$ cat src/rtl/evf_map.svh
/*
  Offsets, region bounds and reset values of the exception vector fetch unit.
  Assumes inclusion by bare name from rtl/.
*/
`ifndef EVF_MAP_SVH
`define EVF_MAP_SVH

// ==========================================================
// Exception numbers
`define EVF_EXC_RESET 9'h001
`define EVF_EXC_NMI 9'h002
`define EVF_EXC_HARD 9'h003
`define EVF_EXC_MEM 9'h004
`define EVF_EXC_BUS 9'h005
`define EVF_EXC_USAGE 9'h006
`define EVF_EXC_SVC 9'h00B
`define EVF_EXC_DBGMON 9'h00C
`define EVF_EXC_PENDABLE_SERVICE_EXCEPTION 9'h00E
`define EVF_EXC_TICK 9'h00F
`define EVF_EXC_EXT0 9'h010
`define EVF_EXT_MAX 9'h1EF

// ==========================================================
// Table offsets and base handling
`define EVF_SP_WORD 9'h000
`define EVF_PC_BYTE 32'h0000_0004
`define EVF_BASE_RESET 32'h0000_0000
`define EVF_BASE_MASK 32'h3FFF_FF80
`define EVF_CODE_TOP 32'h1FFF_FFFF
`define EVF_SRAM_TOP 32'h3FFF_FFFF

`endif

$ cat src/rtl/evf_pkg.sv
/*
  Types of the exception vector fetch unit.
  Assumes nothing beyond a SystemVerilog compiler.
*/
package evf_pkg;

  // ==========================================================
  // Fetch request and answer carriers
  typedef struct packed {
    logic [8:0] number;
    logic [31:0] base;
  } evf_req_t;

  typedef struct packed {
    logic [31:0] stack_ptr;
    logic [31:0] handler;
  } evf_vec_t;

  typedef enum logic [1:0] {
    EVF_BOOT,
    EVF_IDLE,
    EVF_FETCH
  } evf_state_t;

endpackage

$ cat src/rtl/evf_base_reg.sv
/*
  Vector base offset register with region check.
  Assumes writes come from core logic on clock_in.
*/
`include "evf_map.svh"

module evf_base_reg
  import evf_pkg::*;
(
  input wire logic clock_in,
  input wire logic sys_rst_in,
  input wire logic wr_en_in,
  input wire logic [31:0] wr_data_in,
  output logic [31:0] base_out,
  output logic wr_err_out
);

  logic [31:0] base_r;
  logic [31:0] masked;

  function automatic logic base_legal(input logic [31:0] a);
    return a <= `EVF_SRAM_TOP;
  endfunction

  assign masked = wr_data_in & `EVF_BASE_MASK;

  // ==========================================================
  // Base register
  always_ff @(posedge clock_in) begin
    if (sys_rst_in) begin
      base_r <= `EVF_BASE_RESET;
    end else if (wr_en_in && base_legal(masked)) begin
      base_r <= masked;
    end
  end

  always_ff @(posedge clock_in) begin
    if (sys_rst_in) begin
      wr_err_out <= 1'b0;
    end else begin
      wr_err_out <= wr_en_in && !base_legal(masked);
    end
  end

  assign base_out = base_r;

  a_base_in_region: assert property (@(posedge clock_in) disable iff (sys_rst_in)
    base_r <= `EVF_SRAM_TOP) else $error("Vector base outside code or SRAM region");

endmodule

$ cat src/rtl/evf_fetch.sv
/*
  Exception vector fetch unit: reads stack pointer and reset handler after
  reset, then the handler word of each exception taken in idle with a valid number.
  Assumes a memory port that answers one read per request with rd_valid_in,
  one or more cycles later, and holds no other reader.
*/
`include "evf_map.svh"

module evf_fetch
  import evf_pkg::*;
(
  input wire logic clock_in,
  input wire logic sys_rst_in,
  input wire logic base_wr_in,
  input wire logic [31:0] base_wdata_in,
  output logic [31:0] base_rdata_out,
  output logic base_err_out,
  input wire logic exc_req_in,
  input wire logic [8:0] exc_num_in,
  output logic exc_ack_out,
  output logic exc_bad_out,
  output logic [31:0] mem_addr_out,
  output logic mem_rd_out,
  input wire logic mem_rd_valid_in,
  input wire logic [31:0] mem_rd_data_in,
  output evf_vec_t vec_out,
  output logic [8:0] vec_num_out,
  output logic vec_valid_out,
  output logic boot_done_out
);

  evf_state_t state_r;
  evf_req_t req_r;
  logic boot_sp_r;
  logic [31:0] base;
  logic [31:0] addr_nxt;
  logic take;
  logic rd_pend_r;

  // ==========================================================
  // Numbering and addressing
  function automatic logic num_valid(input logic [8:0] n);
    logic ok;
    ok = 1'b0;
    unique case (n)
      `EVF_EXC_RESET, `EVF_EXC_NMI, `EVF_EXC_HARD, `EVF_EXC_MEM, `EVF_EXC_BUS,
      `EVF_EXC_USAGE, `EVF_EXC_SVC, `EVF_EXC_DBGMON, `EVF_EXC_PENDABLE_SERVICE_EXCEPTION,
      `EVF_EXC_TICK: ok = 1'b1;
      default: ok = (n >= `EVF_EXC_EXT0) && (n <= `EVF_EXT_MAX);
    endcase
    return ok;
  endfunction

  function automatic logic [31:0] word_addr(input logic [31:0] b, input logic [8:0] n);
    return b + {21'h00_0000, n, 2'b00};
  endfunction

  evf_base_reg u_base (
    .clock_in(clock_in),
    .sys_rst_in(sys_rst_in),
    .wr_en_in(base_wr_in),
    .wr_data_in(base_wdata_in),
    .base_out(base),
    .wr_err_out(base_err_out)
  );

  assign base_rdata_out = base;

  assign take = (state_r == EVF_IDLE) && exc_req_in;
  assign exc_ack_out = take;
  assign exc_bad_out = take && !num_valid(exc_num_in);

  // ==========================================================
  // Sequencer
  always_ff @(posedge clock_in) begin
    if (sys_rst_in) begin
      state_r <= EVF_BOOT;
      boot_sp_r <= 1'b1;
    end else begin
      unique case (state_r)
        EVF_BOOT: begin
          if (mem_rd_valid_in) begin
            if (boot_sp_r) begin
              boot_sp_r <= 1'b0;
            end else begin
              state_r <= EVF_IDLE;
            end
          end
        end
        EVF_IDLE: begin
          if (take && num_valid(exc_num_in)) begin
            state_r <= EVF_FETCH;
          end
        end
        EVF_FETCH: begin
          if (mem_rd_valid_in) begin
            state_r <= EVF_IDLE;
          end
        end
        default: begin
          state_r <= EVF_IDLE;
        end
      endcase
    end
  end

  // Base latched at entry so a later write cannot move a fetch in flight
  always_ff @(posedge clock_in) begin
    if (sys_rst_in) begin
      req_r <= '0;
    end else if (take) begin
      req_r <= '{number: exc_num_in, base: base};
    end
  end

  // ==========================================================
  // Memory request
  // One read outstanding; no new strobe until its answer arrives
  always_ff @(posedge clock_in) begin
    if (sys_rst_in) begin
      rd_pend_r <= 1'b0;
    end else begin
      rd_pend_r <= (rd_pend_r || mem_rd_out) && !mem_rd_valid_in;
    end
  end

  always_comb begin
    addr_nxt = word_addr(req_r.base, req_r.number);
    if (state_r == EVF_BOOT) begin
      addr_nxt = boot_sp_r ? word_addr(base, `EVF_SP_WORD) : base + `EVF_PC_BYTE;
    end
  end

  always_ff @(posedge clock_in) begin
    if (sys_rst_in) begin
      mem_rd_out <= 1'b0;
      mem_addr_out <= 32'h0000_0000;
    end else begin
      mem_rd_out <= ((state_r == EVF_BOOT) || (state_r == EVF_FETCH)) && !mem_rd_valid_in && !mem_rd_out && !rd_pend_r;
      mem_addr_out <= addr_nxt;
    end
  end

  // ==========================================================
  // Answers
  always_ff @(posedge clock_in) begin
    if (sys_rst_in) begin
      vec_out <= '0;
      vec_num_out <= 9'h000;
      vec_valid_out <= 1'b0;
      boot_done_out <= 1'b0;
    end else begin
      vec_valid_out <= 1'b0;
      if (mem_rd_valid_in && state_r == EVF_BOOT && boot_sp_r) begin
        vec_out.stack_ptr <= mem_rd_data_in;
      end else if (mem_rd_valid_in && state_r == EVF_BOOT) begin
        vec_out.handler <= mem_rd_data_in;
        vec_num_out <= `EVF_EXC_RESET;
        vec_valid_out <= 1'b1;
        boot_done_out <= 1'b1;
      end else if (mem_rd_valid_in && state_r == EVF_FETCH) begin
        vec_out.handler <= mem_rd_data_in;
        vec_num_out <= req_r.number;
        vec_valid_out <= 1'b1;
      end
    end
  end

  // ==========================================================
  // Checks
  a_boot_sp_addr: assert property (@(posedge clock_in) disable iff (sys_rst_in)
    (mem_rd_out && state_r == EVF_BOOT && boot_sp_r) |-> mem_addr_out == base)
    else $error("Boot stack read not at table word zero");

  a_boot_pc_addr: assert property (@(posedge clock_in) disable iff (sys_rst_in)
    (mem_rd_out && state_r == EVF_BOOT && !boot_sp_r) |-> mem_addr_out == base + `EVF_PC_BYTE)
    else $error("Boot handler read not at offset four");

  a_reset_base_code: assert property (@(posedge clock_in)
    $fell(sys_rst_in) |-> base <= `EVF_CODE_TOP)
    else $error("Base not in code region after reset");

  a_fetch_addr: assert property (@(posedge clock_in) disable iff (sys_rst_in)
    (mem_rd_out && state_r == EVF_FETCH) |-> mem_addr_out == req_r.base + {21'h00_0000, req_r.number, 2'b00})
    else $error("Handler read not at number word");

  a_base_frozen: assert property (@(posedge clock_in) disable iff (sys_rst_in)
    (state_r == EVF_FETCH) |=> $stable(req_r) || $past(state_r) != EVF_FETCH)
    else $error("Latched base changed during fetch");

  a_base_next: assert property (@(posedge clock_in) disable iff (sys_rst_in)
    take |=> req_r.base == $past(base))
    else $error("Entry did not take current base");

  a_reserved_refused: assert property (@(posedge clock_in) disable iff (sys_rst_in)
    (take && (exc_num_in inside {9'h000, 9'h007, 9'h008, 9'h009, 9'h00A, 9'h00D}))
    |-> exc_bad_out ##1 state_r == EVF_IDLE)
    else $error("Reserved number accepted");

  a_vec_number: assert property (@(posedge clock_in) disable iff (sys_rst_in)
    (mem_rd_valid_in && state_r == EVF_FETCH)
    |=> vec_valid_out && vec_num_out == req_r.number && vec_out.handler == $past(mem_rd_data_in))
    else $error("Handler answer wrong");

  a_boot_order: assert property (@(posedge clock_in) disable iff (sys_rst_in)
    (vec_valid_out && vec_num_out == `EVF_EXC_RESET) |-> boot_done_out && !boot_sp_r)
    else $error("Reset handler before stack pointer");

  a_base_readback: assert property (@(posedge clock_in) disable iff (sys_rst_in)
    (base_wr_in && !base_err_out && ((base_wdata_in & `EVF_BASE_MASK) <= `EVF_SRAM_TOP))
    |=> base_rdata_out == ($past(base_wdata_in) & `EVF_BASE_MASK))
    else $error("Base write not readable");

  a_single_read: assert property (@(posedge clock_in) disable iff (sys_rst_in)
    (mem_rd_out || (rd_pend_r && !mem_rd_valid_in)) |=> !mem_rd_out)
    else $error("Second read issued before answer");

endmodule

$ cat config.mk
export PLATFORM = sky130hd
export DESIGN_NAME = evf_fetch
export DESIGN_NICKNAME = d
export VERILOG_FILES = /design/src/rtl/evf_pkg.sv /design/src/rtl/evf_base_reg.sv /design/src/rtl/evf_fetch.sv
export VERILOG_INCLUDE_DIRS = /design/src /design/src/rtl
export SDC_FILE = /design/constraint.sdc
export NUM_CORES = 1
export LEC_CHECK = 0
export ABC_AREA = 1
export BUFFER_PORTS_ARGS = -buffer_cell sky130_fd_sc_hd__buf_2
export CORE_UTILIZATION = 30
export DETAILED_ROUTE_END_ITERATION = 16
export GPL_TIMING_DRIVEN = 0
export MAX_ROUTING_LAYER = met4
export PLACE_DENSITY = 0.61
export SKIP_LAST_GASP = 1
export SLEW_MARGIN = 10
export SYNTH_ARGS = -nofsm -noshare
export SYNTH_HDL_FRONTEND = slang
export SYNTH_SLANG_ARGS = --single-unit
$ cat constraint.sdc
create_clock -name clock_in -period 1.75 [get_ports clock_in]
set_input_delay 0.2625 -clock clock_in [delete_from_list [all_inputs] [get_ports clock_in]]
set_output_delay 0.2625 -clock clock_in [all_outputs]
set_load 0.01 [all_outputs]
; After elaboration in Yosys (flattened, before gate mapping)
; Index checks and enable logic that the tools add are counted.
[totals]
ff_bits = 168
inputBits = 78
[classes]
n_addsub = 2
magnitude_cmp = 3
eq_ne = 16
muxes = 16
bitwise_logic = 1
n_reduce_logical = 28
[ops]
columns = operator, count
row1 = $mux W32, 2
row2 = $mux W31, 2
row3 = $eq A9 B4 Y1 const B, 4
row4 = $add A30 B11 Y31, 1
row5 = $add A30 B3 Y31 const B, 1
row6 = $le A30 B30 Y1 const B, 1
row7 = $eq A9 B3 Y1 const B, 3
row8 = $eq A9 B2 Y1 const B, 2
row9 = $mux W9, 2
row10 = $logic_and A1 B1 Y1, 13
row11 = $reduce_or A10 Y1, 1
row12 = $eq A9 B1 Y1 const B, 1
row13 = $ge A9 B5 Y1 const B, 1
row14 = $le A9 B9 Y1 const B, 1
row15 = $mux W2, 4
row16 = $ne A2 B2 Y1 const B, 3
row17 = $pmux W2 S3, 1
row18 = $reduce_and A2 Y1, 3
row19 = $logic_not A1 Y1, 5
row20 = $mux W1, 5
row21 = $reduce_and A4 Y1, 1
row22 = $eq A2 B1 Y1 const B, 1
row23 = $eq A2 B2 Y1 const B, 1
row24 = $logic_not A2 Y1, 1
row25 = 5 further kinds, 6

; Depth between registers and ports, before layout
[logic_depth]
depth_word = 8
ltp_mapped = 11
depth_no_buf = 11

; By module
; From an unflattened synthesis, not the netlist that was laid out.
[unflattened]
hier_cells = 1265
hier_area_um2 = 8470.6
[modules_own_cells]
columns = module, instances, cells_per_inst, area_each_um2
row1 = evf_fetch, 1, 1108, 7429.6
row2 = evf_base_reg, 1, 157, 1041.0

; Least setup slack after synthesis
; No wires, ideal clock.
[synth_timing]
path_kind = reg2reg
from = reg req_r[7] in the netlist's numbering
to = reg mem_addr_out[15]
setup_ns = 0.116
arrival_time_ns = 1.632
required_time_ns = 1.634
slack_ns = 0.002
path_stages_with_launch = 11
path_buffers = 0
path_cell_list = dfxtp_1 -> ha_1 -> fa_1 -> inv_1 -> nor2_1 -> nor2_1 -> nor2_1 -> nand2_1 -> nand3_1 -> o211ai_1 -> inv_1
[synth_between]
elab_chain_len = 2
[synth_rtl]
columns = item, line
row1 = start: declaration, evf_fetch.sv:33  ; evf_req_t req_r;
row2 = start signal: assignment, evf_fetch.sv:112  ; req_r <= '{number: exc_num_in, base: base};
row3 = $add A30 B11 Y31, evf_fetch.sv:55  ; return b + {21'h00_0000, n, 2'b00};
row4 = $mux W31, evf_fetch.sv:129  ; if (state_r == EVF_BOOT) begin
row5 = end signal: assignment, evf_fetch.sv:140  ; mem_addr_out <= addr_nxt;
row6 = end: declaration, evf_fetch.sv:22  ; output logic [31:0] mem_addr_out,
; Every way passes these cells.
; A chain may end at the register's enable or synchronous reset.

; Final worst setup path
[layout_timing]
from = reg req_r[37] in the netlist's numbering
to = reg mem_addr_out[27]
; The elaborated chain is that of the path after synthesis.

==> results.py <==
metrics = {
    "synth": {
        "avgSynthCellArea_um2": 7.34,
        "ys_ff_latch": 164,
        "synthCells": 907,
        "synth_area_um2": 6660,
        "ys_types": 35,
        "synth_warnings": 0,
        "ys_seq_area_share_pct": 49.3,
    },
    "global_route": {
        "antenna_found_initial": 5,
        "grt_start_max_net_pins": 17,
        "gr-usage-all-layers_pct": 20.2,
        "overflow": 0,
        "grt_pass1_wl_um": 33800,
        "grt_pass1_vias": 6352,
    },
    "routing": {
        "via_count": 6606,
        "dr.pass1.iters": 5,
        "final_antenna_net_count": 0,
        "drt_iter0_markers": 394,
        "detail_route.wl_per_cell_um": 15.2,
        "drc": 0,
        "via_per_inst": 4.59,
        "finalWirelength_um": 21900,
    },
    "placement": {
        "pre_cts_ws_ns": -0.434,
        "placed_area_um2": 8040,
        "hpwl_um": 16600,
        "port_buffers": 197,
        "place_congestion": 0.940,
    },
    "clocking": {
        "cts_made_buffers": 17,
        "clk_path_buf_depth": 2,
        "insertion_delay_ns": 0.43,
        "hold_buffers": 0,
        "htree_levels": 4,
        "cts_sinks": 164,
        "cts_tree": "done",
        "cts-root-buf": "clkbuf_16",
        "clkSlewWorstSetupHoldPaths_ns": 0.07,
    },
    "die": {
        "io_pins": 221,
        "num_rows": 54,
        "die_area_um2": 22800,
        "die_w_um": 151,
        "initial_utilization_pct": 30.6,
        "coreArea_um2": 21800,
        "die_y_um": 151,
    },
    "cells_and_area": {
        "num-nets-final": 1223,
        "final_util_pct": 40.7,
        "area_growth_pct": 33.2,
        "finalInstanceArea_um2": 8860,
        "drive_above_1_share_pct": 26.6,
    },
    "status": {
        "run_status": "finished, final reports clean",
    },
    "setup_path": {
        "path_max_fanout": 5,
        "cp-start-kind": "flip-flop",
        "path_cells": "ha_4, fa_2, inv_2, nor2_2, nor2_4, inv_1, nand3_1, nand3_1, nand2_1, inv_1",
        "critPathKind": "reg2reg",
        "crit_arrival_ns": 2.05,
        "required_ns": 2.08,
        "end_kind": "flip-flop",
        "critPathSlowestCell": "dfxtp_2",
        "cpLargestDelayFamily": "simple AND/OR/NAND/NOR gates",
        "cpPeakStageDelay_ns": 0.35,
        "worst-path-buf-inv": 3,
    },
    "timing": {
        "drv_slew": 0,
        "worst_clock_skew_ns": 0.0105,
        "hold_viol": 0,
        "fmax_mhz": 581,
        "rsz0062_at_grt": "yes",
        "tightest_slew_ns": 0.633,
        "relSlewSlack_pct": 57.8,
        "setup_violations": 0,
        "period_needed_ns": 1.72,
        "final.period_utilization_pct": 98.4,
        "timing.hold.ws_ns": 0.0537,
        "worst_slack_ns": 0.0284,
    },
    "hold_path": {
        "hp-class": "in2reg",
    },
    "run": {
        "maxCapViolCount": 0,
    },
    "pwr": {
        "p_leak_nw": 4.21,
        "power_density_nw_per_um2": 1040,
        "vdd_ir_drop_max_mv": 0.648,
    },
}
[per-stage QoR]
stage	std cells	power [W]	setup TNS, ns
2_1_floorplan	919	0.00489	0
5_1_grt	1438	0.00967	-0.573
3_3_place_gp	1396	0.00544	-3.71
4_1_cts	1430	0.00933	0
6_report	1438	0.00925	0
3_5_place_dp	1396	0.00545	-4.58
[placed cells by master (no fill, tap or decap), types with 3 or more instances in the layout]
| cell | n |
|---|---|
| inv_2 | 3 |
| nand2_1 | 130 |
| clkbuf_8 | 3 |
| nand2_2 | 6 |
| buf_4 | 19 |
| conb_1 | 13 |
| nor3_1 | 4 |
| clkinv_4 | 4 |
| ha_4 | 3 |
| nor2_2 | 5 |
| buf_6 | 8 |
| inv_4 | 3 |
| nand3_1 | 44 |
| o21ai_0 | 108 |
| o21ai_1 | 18 |
| nor2_4 | 3 |
| buf_2 | 206 |
| clkbuf_16 | 18 |
| dfxtp_1 | 157 |
| clkbuf_1 | 24 |
| a21oi_1 | 50 |
| diode_2 | 5 |
| dfxtp_2 | 6 |
| inv_1 | 69 |
| nand2_4 | 3 |
| o211ai_1 | 6 |
| nor2_1 | 205 |
[worst paths after layout]
kind | end | slack, ns | start | cells past startpoint
worst max register to register | mem_addr_out[27] | 0.03 | req_r[37] | 10
worst min register to register | vec_num_out[1] | 0.46 | vec_num_out[1] | 2
worst min-delay path | u_base.base_out[16] | 0.05 | base_wdata_in[16] | 3
worst max-delay path | mem_addr_out[27] | 0.03 | req_r[37] | 10
[repair_timing]
action,4_1_cts,5_1_grt
gates resized for setup,23,27
pin swaps,3,4
setup buffers,3,3
endpoints found under the setup margin,15,51
[worst min-delay path: cells and delay by family]
| family | cells | cell delay (ns) |
|---|---|---|
| buffers and inverters | 1 | 0.08 |
| AND/OR/NAND/NOR | 2 | 0.11 |
[layer usage]
layer	wire length, um	up-vias	GRT usage, %
li1	-	3353	-
met1	9480	3046	23.5
met2	10400	179	33.2
met3	1570	28	5.84
met4	468	0	6.80
met5	0	-	-
[state kept, by name, indices dropped and copies added, names as in the netlist, 2 cells and up]
| register | count |
|---|---|
| vec_out | 64 |
| req_r | 32 |
| mem_addr_out | 29 |
| u_base.base_out | 23 |
| vec_num_out | 9 |
| state_r | 2 |
[cells by family after synthesis]
family	Yosys count	synth area share (%)
fa+ha+maj	5	1.05
xor+xnor	3	0.395
buf+inv	135	9.44
other cells	1	0.0563
flops	164	49.3
simple gates	411	25.2
compound gates	188	14.6
[area by class of cell]
type	instances	area [um2]
inverters	77	297
plain buffers	57	353
well taps	280	350
clock buffers	22	474
repair buffers	203	1040
diodes	5	12.5
clock inverters	10	124
multi-input cells	620	2920
flip-flops and latches	164	3290
fillers	2311	12900
[cell usage after synthesis]
cell type | number | area, um2
o21ai_0 | 109 | 546
nor2_4 | 1 | 11.3
clkinv_1 | 2 | 7.51
nor3b_1 | 2 | 15.0
clkbuf_1 | 23 | 86.3
ha_1 | 4 | 50.1
o21ai_1 | 17 | 85.1
nand4_1 | 2 | 12.5
o211ai_1 | 6 | 45.0
nand2_2 | 1 | 6.26
a21oi_1 | 51 | 255
buf_6 | 6 | 67.6
nor2_1 | 212 | 796
fa_1 | 1 | 20.0
conb_1 | 1 | 3.75
nor2_8 | 2 | 40.0
nand2_1 | 137 | 514
o21bai_1 | 1 | 7.51
xor2_1 | 1 | 8.76
a31o_2 | 1 | 8.76
dfxtp_1 | 164 | 3280
nor3_1 | 4 | 20.0
a31oi_1 | 1 | 6.26
inv_2 | 2 | 7.51
o221ai_1 | 1 | 8.76
nor4_1 | 2 | 12.5
a211oi_1 | 1 | 7.51
inv_4 | 2 | 12.5
buf_1 | 2 | 7.51
buf_4 | 15 | 113
xnor2_1 | 2 | 17.5
buf_2 | 12 | 60.1
inv_1 | 71 | 267
nand3_1 | 47 | 235
nand2_4 | 1 | 11.3
[report_power, final]
| group | internal, W | switching, W |
|---|---|---|
| Combinational | 0.000470 | 0.000761 |
| Sequential | 0.00400 | 0.000156 |
| Clock | 0.00223 | 0.00163 |
| Total | 0.00670 | 0.00255 |
(Power assumes the default switching activity.)
